**config.mk**
```make
export PLATFORM = sky130hd
export DESIGN_NAME = rzc_device_flat
export DESIGN_NICKNAME = d
export VERILOG_FILES = /design/src/inc/rzc_pkg.sv /design/src/inc/rzc_link_if.sv /design/src/hw/rzc_device.sv /design/src/flat_wrapper.sv
export VERILOG_INCLUDE_DIRS = /design/src /design/src/inc
export SDC_FILE = /design/constraint.sdc
export NUM_CORES = 1
export LEC_CHECK = 0
export CORE_AREA = 2 2 99 120
export DETAILED_ROUTE_END_ITERATION = 12
export DIE_AREA = 0 0 101 122
export DONT_BUFFER_PORTS = 1
export GPL_TIMING_DRIVEN = 0
export PLACE_DENSITY_LB_ADDON = 0.15
export SLEW_MARGIN = 10
export SYNTH_ARGS = -nofsm -noshare
export SYNTH_HDL_FRONTEND = slang
export SYNTH_SLANG_ARGS = --single-unit
```
**constraint.sdc**
```tcl
create_clock -name i_core_clk -period 2.5 [get_ports i_core_clk]
set_input_delay 0.25 -clock i_core_clk [delete_from_list [all_inputs] [get_ports i_core_clk]]
set_output_delay 0.25 -clock i_core_clk [all_outputs]
set_load 0.02 [all_outputs]
```
**src/inc/rzc_map.svh**
```systemverilog
// Timing and frame constants for the RZ cascade RGB PWM link
`ifndef RZC_MAP_SVH
`define RZC_MAP_SVH
`define RZC_CLK_NS          8
`define RZC_BIT_SHORT_NS    300
`define RZC_BIT_LONG_NS     900
`define RZC_SAMPLE_NS       600
`define RZC_RST_DET_NS      24000
`define RZC_RST_SEND_NS     80000
`define RZC_PWM_PERIOD_NS   4000000
`define RZC_LAT_NS          400
`define RZC_IDLE_NS         3000
`define RZC_SHORT_CYC       (`RZC_BIT_SHORT_NS / `RZC_CLK_NS)
`define RZC_LONG_CYC        (`RZC_BIT_LONG_NS / `RZC_CLK_NS)
`define RZC_BIT_CYC         (`RZC_SHORT_CYC + `RZC_LONG_CYC)
`define RZC_SAMPLE_CYC      (`RZC_SAMPLE_NS / `RZC_CLK_NS)
`define RZC_RST_DET_CYC     ((`RZC_RST_DET_NS + `RZC_CLK_NS - 1) / `RZC_CLK_NS + 1)
`define RZC_RST_SEND_CYC    ((`RZC_RST_SEND_NS + `RZC_CLK_NS - 1) / `RZC_CLK_NS)
`define RZC_PWM_STEP_CYC    (`RZC_PWM_PERIOD_NS / `RZC_CLK_NS / 256)
`define RZC_LAT_CYC         (`RZC_LAT_NS / `RZC_CLK_NS)
`define RZC_IDLE_CYC        ((`RZC_IDLE_NS + `RZC_CLK_NS - 1) / `RZC_CLK_NS)
`define RZC_FRAME_BITS      24
`define RZC_RED_MSB         23
`define RZC_GRN_MSB         15
`define RZC_BLU_MSB         7
`endif

```
**src/inc/rzc_pkg.sv**
```systemverilog
// Types shared by both ends of the RZ cascade link
package rzc_pkg;
  typedef logic [23:0] rzc_frame_t;   // Red, green, blue bytes, red in the top byte
  typedef enum logic [2:0] {
    RZC_TX_IDLE = 3'b001,
    RZC_TX_BITS = 3'b010,
    RZC_TX_RST  = 3'b100
  } rzc_tx_state_e;
endpackage : rzc_pkg

```
**src/inc/rzc_link_if.sv**
```systemverilog
// Single-wire link between the upstream sender and one cascaded driver
`timescale 1ns/1ps
interface rzc_link_if;
  logic serial_in;          // Primary line, sender to device
  logic serial_in_backup;   // Redundant line from two stages upstream
  logic serial_out;         // Reshaped stream to the next device
  modport host   (output serial_in, output serial_in_backup, input serial_out);
  modport device (input serial_in, input serial_in_backup, output serial_out);
endinterface : rzc_link_if

```
**src/hw/rzc_device.sv**
```systemverilog
// Cascaded driver end: decodes frames, keeps its own, reshapes the rest, drives PWM
`timescale 1ns/1ps
`include "rzc_map.svh"
module rzc_device (
  input  wire logic   i_core_clk,        // 125 MHz core clock
  input  wire logic   i_reset_n,         // Synchronous reset, active low
  rzc_link_if.device  link,              // Serial link
  output logic        o_red_pwm_out,     // Red PWM output
  output logic        o_green_pwm_out,   // Green PWM output
  output logic        o_blue_pwm_out,    // Blue PWM output
  output logic        o_frame_held       // Own frame captured since last reset code
);
  localparam int SMP = `RZC_SAMPLE_CYC;
  localparam int RST = `RZC_RST_DET_CYC;
  localparam int IDL = `RZC_IDLE_CYC;
  localparam int LAT = `RZC_LAT_CYC;
  localparam int SHT = `RZC_SHORT_CYC;
  localparam int LNG = `RZC_LONG_CYC;
  localparam int STP = `RZC_PWM_STEP_CYC;
  // Input register, edge detect, start and output register take 4 cycles of the delay
  localparam int LAT_WAIT = LAT - 4;

  logic              prim_q;         // Registered primary line
  logic              back_q;         // Registered backup line
  logic              use_back_q;     // Selected source is the backup line
  logic [8:0]        prim_idle_q;    // Cycles since primary last moved
  logic [8:0]        back_idle_q;    // Cycles since backup last moved
  logic              line_q;         // Selected line, one cycle late
  logic              line;           // Selected line
  logic [7:0]        bit_cnt_q;      // Cycles since rising edge
  logic              in_bit_q;       // Between rise and sample point
  logic [12:0]       low_cnt_q;      // Cycles the line has been low
  logic              rst_seen_q;     // Reset code in progress
  logic [4:0]        nbits_q;        // Bits captured into own frame
  logic [23:0]       shift_q;        // Frame being assembled
  rzc_pkg::rzc_frame_t latched_q;    // Frame shown on the PWM outputs
  logic              fwd_q;          // Forwarding enabled
  logic              bit_ready;      // Decoded bit valid this cycle
  logic              bit_val;        // Decoded bit value
  logic [7:0]        lat_cnt_q;      // Delay before a reshaped bit starts
  logic              lat_pend_q;     // Reshaped bit waiting to start
  logic [7:0]        tx_cnt_q;       // Position inside the outgoing bit
  logic              tx_busy_q;      // Outgoing bit in progress
  logic              tx_val_q;       // Value of outgoing bit
  logic [13:0]       step_q;         // Prescaler for PWM steps
  logic [7:0]        phase_q;        // PWM phase, 256 steps per period

  // Primary is idle once it has not toggled for a few bit times
  // Backup is taken only once it moves while primary is idle; a backup dead low never hides a live primary, but one stuck high stays selected
  always_ff @(posedge i_core_clk)
  begin
    if (!i_reset_n)
    begin
      prim_q      <= 1'b0;
      back_q      <= 1'b0;
      prim_idle_q <= '0;
      back_idle_q <= '0;
      use_back_q  <= 1'b0;
    end
    else
    begin
      prim_q <= link.serial_in;
      back_q <= link.serial_in_backup;
      if (link.serial_in != prim_q)
        prim_idle_q <= '0;
      else if (prim_idle_q != 9'(IDL))
        prim_idle_q <= prim_idle_q + 9'h001;
      // Backup activity measured on its own line, not on the selected one
      if (link.serial_in_backup != back_q)
        back_idle_q <= '0;
      else if (back_idle_q != 9'(IDL))
        back_idle_q <= back_idle_q + 9'h001;
      // Only switch while both are low so a bit is never cut in half
      if (!prim_q && !back_q)
        use_back_q <= (prim_idle_q == 9'(IDL)) && (back_idle_q != 9'(IDL));
    end
  end

  assign line = use_back_q ? back_q : prim_q;

  // Bit decoding by sampling a fixed time after the rising edge
  always_ff @(posedge i_core_clk)
  begin
    if (!i_reset_n)
    begin
      line_q    <= 1'b0;
      bit_cnt_q <= '0;
      in_bit_q  <= 1'b0;
      low_cnt_q <= '0;
      rst_seen_q <= 1'b0;
    end
    else
    begin
      line_q <= line;
      if (line && !line_q)
      begin
        bit_cnt_q <= 8'h01;
        in_bit_q  <= 1'b1;
      end
      else if (in_bit_q)
      begin
        bit_cnt_q <= bit_cnt_q + 8'h01;
        if (bit_cnt_q == 8'(SMP))
          in_bit_q <= 1'b0;
      end
      // Low-time counter saturates; the code ends on the next rise
      if (line)
        low_cnt_q <= '0;
      else if (low_cnt_q != 13'(RST))
        low_cnt_q <= low_cnt_q + 13'h0001;
      if (low_cnt_q == 13'(RST - 1) && !line)
        rst_seen_q <= 1'b1;
      else if (line)
        rst_seen_q <= 1'b0;
    end
  end

  // High past 0.6 us is a one, else a zero
  assign bit_ready = in_bit_q && (bit_cnt_q == 8'(SMP));
  assign bit_val   = line;

  // Own-frame capture and latch on reset code
  always_ff @(posedge i_core_clk)
  begin
    if (!i_reset_n)
    begin
      nbits_q   <= '0;
      shift_q   <= '0;
      fwd_q     <= 1'b0;
      latched_q <= '0;
    end
    else if (low_cnt_q == 13'(RST - 1) && !line && !rst_seen_q)
    begin
      latched_q <= shift_q;
      nbits_q   <= '0;
      fwd_q     <= 1'b0;
    end
    else if (bit_ready)
    begin
      if (nbits_q != 5'(`RZC_FRAME_BITS))
      begin
        shift_q <= {shift_q[22:0], bit_val};
        nbits_q <= nbits_q + 5'h01;
        if (nbits_q == 5'(`RZC_FRAME_BITS - 1))
          fwd_q <= 1'b1;
      end
    end
  end

  // Forwarded bit starts high before its value is known; the sample only picks the
  // high length, which keeps the delay near 0.4 us instead of past the 0.6 us sample
  always_ff @(posedge i_core_clk)
  begin
    if (!i_reset_n)
    begin
      lat_pend_q <= 1'b0;
      lat_cnt_q  <= '0;
      tx_busy_q  <= 1'b0;
      tx_cnt_q   <= '0;
      tx_val_q   <= 1'b0;
    end
    else
    begin
      // Bit end first, so a start in the same cycle wins
      if (tx_busy_q)
      begin
        if (tx_cnt_q == 8'(`RZC_BIT_CYC - 1))
          tx_busy_q <= 1'b0;
        else
          tx_cnt_q <= tx_cnt_q + 8'h01;
      end
      if (line && !line_q && fwd_q)
      begin
        lat_pend_q <= 1'b1;
        lat_cnt_q  <= 8'(LAT_WAIT);
      end
      else if (lat_pend_q && lat_cnt_q != 8'h00)
        lat_cnt_q <= lat_cnt_q - 8'h01;
      // Restart on the last cycle of the previous bit so back-to-back bits never slip
      else if (lat_pend_q && (!tx_busy_q || tx_cnt_q == 8'(`RZC_BIT_CYC - 1)))
      begin
        lat_pend_q <= 1'b0;
        tx_busy_q  <= 1'b1;
        tx_val_q   <= 1'b0;
        tx_cnt_q   <= '0;
      end
      // Value arrives well inside the shortest high phase
      if (bit_ready && fwd_q)
        tx_val_q <= bit_val;
    end
  end

  // Serial output low unless a reshaped bit is in its high phase
  always_ff @(posedge i_core_clk)
  begin
    if (!i_reset_n)
      link.serial_out <= 1'b0;
    else
      link.serial_out <= tx_busy_q && (tx_cnt_q < (tx_val_q ? 8'(LNG) : 8'(SHT)));
  end

  // PWM phase: 256 steps of a 4 ms period
  always_ff @(posedge i_core_clk)
  begin
    if (!i_reset_n)
    begin
      step_q  <= '0;
      phase_q <= '0;
    end
    else if (step_q == 14'(STP - 1))
    begin
      step_q  <= '0;
      phase_q <= phase_q + 8'h01;
    end
    else
      step_q <= step_q + 14'h0001;
  end

  // Channel is on while phase is below its value; zero never lights
  always_ff @(posedge i_core_clk)
  begin
    if (!i_reset_n)
    begin
      o_red_pwm_out   <= 1'b0;
      o_green_pwm_out <= 1'b0;
      o_blue_pwm_out  <= 1'b0;
      o_frame_held    <= 1'b0;
    end
    else
    begin
      o_red_pwm_out   <= phase_q < latched_q[`RZC_RED_MSB -: 8];
      o_green_pwm_out <= phase_q < latched_q[`RZC_GRN_MSB -: 8];
      o_blue_pwm_out  <= phase_q < latched_q[`RZC_BLU_MSB -: 8];
      o_frame_held    <= fwd_q;
    end
  end
endmodule : rzc_device

```
**src/flat_wrapper.sv**
```systemverilog
// flat-port wrapper written by rule: the top's interface ports become plain ports
module rzc_device_flat 
  (i_core_clk, i_reset_n, o_red_pwm_out, o_green_pwm_out, o_blue_pwm_out, o_frame_held, link_serial_in, link_serial_in_backup, link_serial_out);
  rzc_link_if link_i ();
  input  wire logic i_core_clk;
  input  wire logic i_reset_n;
  output logic o_red_pwm_out;
  output logic o_green_pwm_out;
  output logic o_blue_pwm_out;
  output logic o_frame_held;
  input wire logic [$bits(link_i.serial_in)-1:0] link_serial_in;
  input wire logic [$bits(link_i.serial_in_backup)-1:0] link_serial_in_backup;
  output wire logic [$bits(link_i.serial_out)-1:0] link_serial_out;
  assign link_i.serial_in = link_serial_in;
  assign link_i.serial_in_backup = link_serial_in_backup;
  assign link_serial_out = link_i.serial_out;
  rzc_device u_core (.i_core_clk(i_core_clk), .i_reset_n(i_reset_n), .link(link_i), .o_red_pwm_out(o_red_pwm_out), .o_green_pwm_out(o_green_pwm_out), .o_blue_pwm_out(o_blue_pwm_out), .o_frame_held(o_frame_held));
endmodule
```
==> impl_metrics.toml <==
[yosys]
synthesis.nets = 825
ys_ff_latch = 145
synthArstFlopShare_pct = 0
synthFlopType = "dfxtp_1"
synth_top_area_share_pct = 42.5
synth_edf_count = 0
ys_types = 59
synthTopCellsByCount = "145 x dfxtp_1, 63 x a21oi_1, 59 x nand2_1, 59 x nor2_1, 57 x nand3_1"
ys_warn_count = 0
synth_largest_area_cell = "dfxtp_1"
syn_area_per_cell_um2 = 8.74
syn_inst = 782
yosysMostFrequentCell = "dfxtp_1"
yosysSeqAreaShare_pct = 42.5
yosys-top-cells-area = "dfxtp_1 42%, ha_1 7.1%, a21oi_1 4.6%, nand3_1 4.2%, mux2i_1 4.0%"
syn_area_um2 = 6830

[setup_path]
startpoint_type = "flip-flop"
r2r_cells = 6
crit_arrival_ps = 2620
crit_slowest_cell = "or4_4"
slowest_delay_ps = 470
path_max_fanout = 10
required_ps = 2840
cpLargestDelayFamily = "simple AND/OR/NAND/NOR gates"
critPathKind = "reg2reg"
cp.depth = 6
crit_buf_inv = 2
crit_chain = "or3b_1 -> buf_2 -> or4_4 -> a211oi_4 -> buf_8 -> mux2i_1"
cp-end-kind = "flip-flop"

[sta]
timing.final.crit_period_ps = 2280
slew_viol_final = 0
fmax_ghz = 0.439
finalSetupViolCount = 0
rsz0062_at_grt = "no"
tns_ps = 0
skew_ps = 8.43
finalHoldViolCount = 0
worstMarginPinSlew_ps = 1010
relSlewSlack_pct = 31.9
fin_crit_sh_pct = 91.1

[global_routing]
gr-usage-met1_pct = 30.3
antenna_found_initial = 0
grt_pass1_wl_um = 24300
grt_max_degree = 17
met3_usage_pct = 4.82
grt_pass1_vias = 5349
grt_usage_pct = 24.7
top_usage_layer = "met2"
use_met2_pct = 42.5
overflow = 0

[clocking]
cts_buffers = 17
path_clk_slew_ps = 60
cts.sinks = 145
cts_root_buf = "clkbuf_16"
insertion_delay_ps = 430
clk_path_buf_depth = 2
cts_tree = "built"
htree_levels = 4

[drt]
routed-via-count = 5532
route.detailed.wl_per_inst_um = 15.0
drt-total-wl_um = 14300
ant_nets = 0
drc = 0
first_pass_iters = 5
viasPerCell = 5.82
drtIter0Drc = 247

[floorplan]
die_x_um = 101
std_cell_rows = 43
start_util_pct = 60.5
ios = 9
die-area_um2 = 12300
die-height_um = 122
core-area_um2 = 11300

[pwr]
p_per_area_nw_per_um2 = 664
ir_worst_vdd_mv = 0.637
p_int_uw = 4000
pwr-share-seq_pct = 46.3
power_leakage_uw = 0.00258
swShare_pct = 21.0
clkPwrFrac_pct = 51.0
p_sw_uw = 1060
power_frac_comb_pct = 2.6

[placed_design]
hpwl_um = 10200
post_dp_cell_area_um2 = 7000
port_buffers = 0
gp_congestion = 0.806

[layout]
nFillCells = 973
multi_input_area_um2 = 3600
regArea_um2 = 2900
insertedDiodeCount = 0
drive_gt1_share_pct = 5.77
final_area_um2 = 7630
synthToLayoutAreaGrowth_pct = 11.6
fin_nets = 846

[hold_path]
hold_path.class = "in2reg"
min_path_cells = 3

[outcome]
status = "complete, no violations"

[flow_run]
cap_violations = 0
-- power groups by stage --
| stage | Combinational (uW) | Clock, uW | Sequential, uW |
|---|---|---|---|
| after floorplan | 95.7 | 0 | 2390 |
| after global placement | 126 | 0 | 2400 |
| after detailed placement | 131 | 0 | 2400 |
| after CTS | 135 | 2610 | 2350 |
| after global routing | 153 | 2700 | 2350 |
| final | 134 | 2580 | 2350 |
-- sequential cells by signal, summed over array words and instances (netlist names), 5 cells and up --
| register | count |
|---|---|
| u_core.back_idle_q | 9 |
| u_core.bit_cnt_q | 8 |
| u_core.lat_cnt_q | 8 |
| u_core.latched_q | 24 |
| u_core.low_cnt_q | 13 |
| u_core.nbits_q | 5 |
| u_core.phase_q | 8 |
| u_core.prim_idle_q | 9 |
| u_core.shift_q | 24 |
| u_core.step_q | 14 |
| u_core.tx_cnt_q | 8 |
-- stage by stage --
stage / setup WS (ps) / total power, uW / hold WS (ps) / cells / util, %
detailed placement: 239 / 2530 / 381 / 917 / 62.0
global route: 70.3 / 5200 / 76.2 / 950 / 67.5
floorplan: 454 / 2490 / 377 / 782 / -
global placement: 303 / 2520 / 380 / 917 / 62.0
finish: 223 / 5060 / 58.2 / 950 / 67.5
CTS: 204 / 5090 / 45.0 / 950 / 67.5
-- metal layers --
layer / vias to the layer above / share of wire [%]
li1: 2814 / -
met1: 2636 / 46
met2: 69 / 51
met3: 13 / 2.3
met4: 0 / 1.5
met5: - / 0
-- cell type report --
cell class,count,area share [%]
multi-input cells,556,47.2
flip-flops and latches,145,38.1
clock buffers,21,6.17
inverters,47,2.31
well taps,135,2.21
plain buffers,34,2.05
clock inverters,10,1.76
repair buffers,2,0.262
-- worst paths after layout --
check             slack (ps)                             start                                  to
hold / removal            60                    link_serial_in  u_core.prim_idle_q[2]$_SDFFE_PP0N_
setup / recovery         220  u_core.bit_cnt_q[4]$_SDFFE_PP0P_     u_core.shift_q[20]$_SDFFE_PN0P_
hold reg to reg          470   u_core.shift_q[22]$_SDFFE_PN0P_   u_core.latched_q[22]$_SDFFE_PN0P_
setup reg to reg         220  u_core.bit_cnt_q[4]$_SDFFE_PP0P_     u_core.shift_q[20]$_SDFFE_PN0P_
-- kinds of logic after synthesis --
group / synth area share [%]
XOR/XNOR: 5.77
multiplexers: 4.12
AND/OR/NAND/NOR: 21.1
AO/OA/AOI/OAI: 14.5
adder cells (fa/ha/maj): 7.14
flip-flops: 42.5
buffers and inverters: 4.87
-- cells in the final DEF, fill, tap and decap left out, types with 14 or more instances in the layout --
cell       count
a21oi_1       63
clkbuf_1      28
clkbuf_16     17
dfxtp_1      145
ha_1          39
inv_1         46
mux2i_1       27
nand2_1       59
nand3_1       57
nand4_1       14
nor2_1        59
nor3_1        18
o21ai_0       45
or3_1         16
xnor2_1       24
xor2_1        21
-- tightest hold or removal path: stages --
cell,delay [ps]
xnor2_1,60
o211ai_1,80
a31oi_1,40
-- what timing repair did --
| item | in CTS | in global routing |
|---|---|---|
| endpoints found under the hold margin | 2 | 0 |
| buffers inserted | 0 | 0 |
| setup endpoints to repair | 0 | 0 |
| hold buffers | 2 | 0 |
| gates resized for setup | 0 | 0 |
Power figures use the tool's default switching activity.
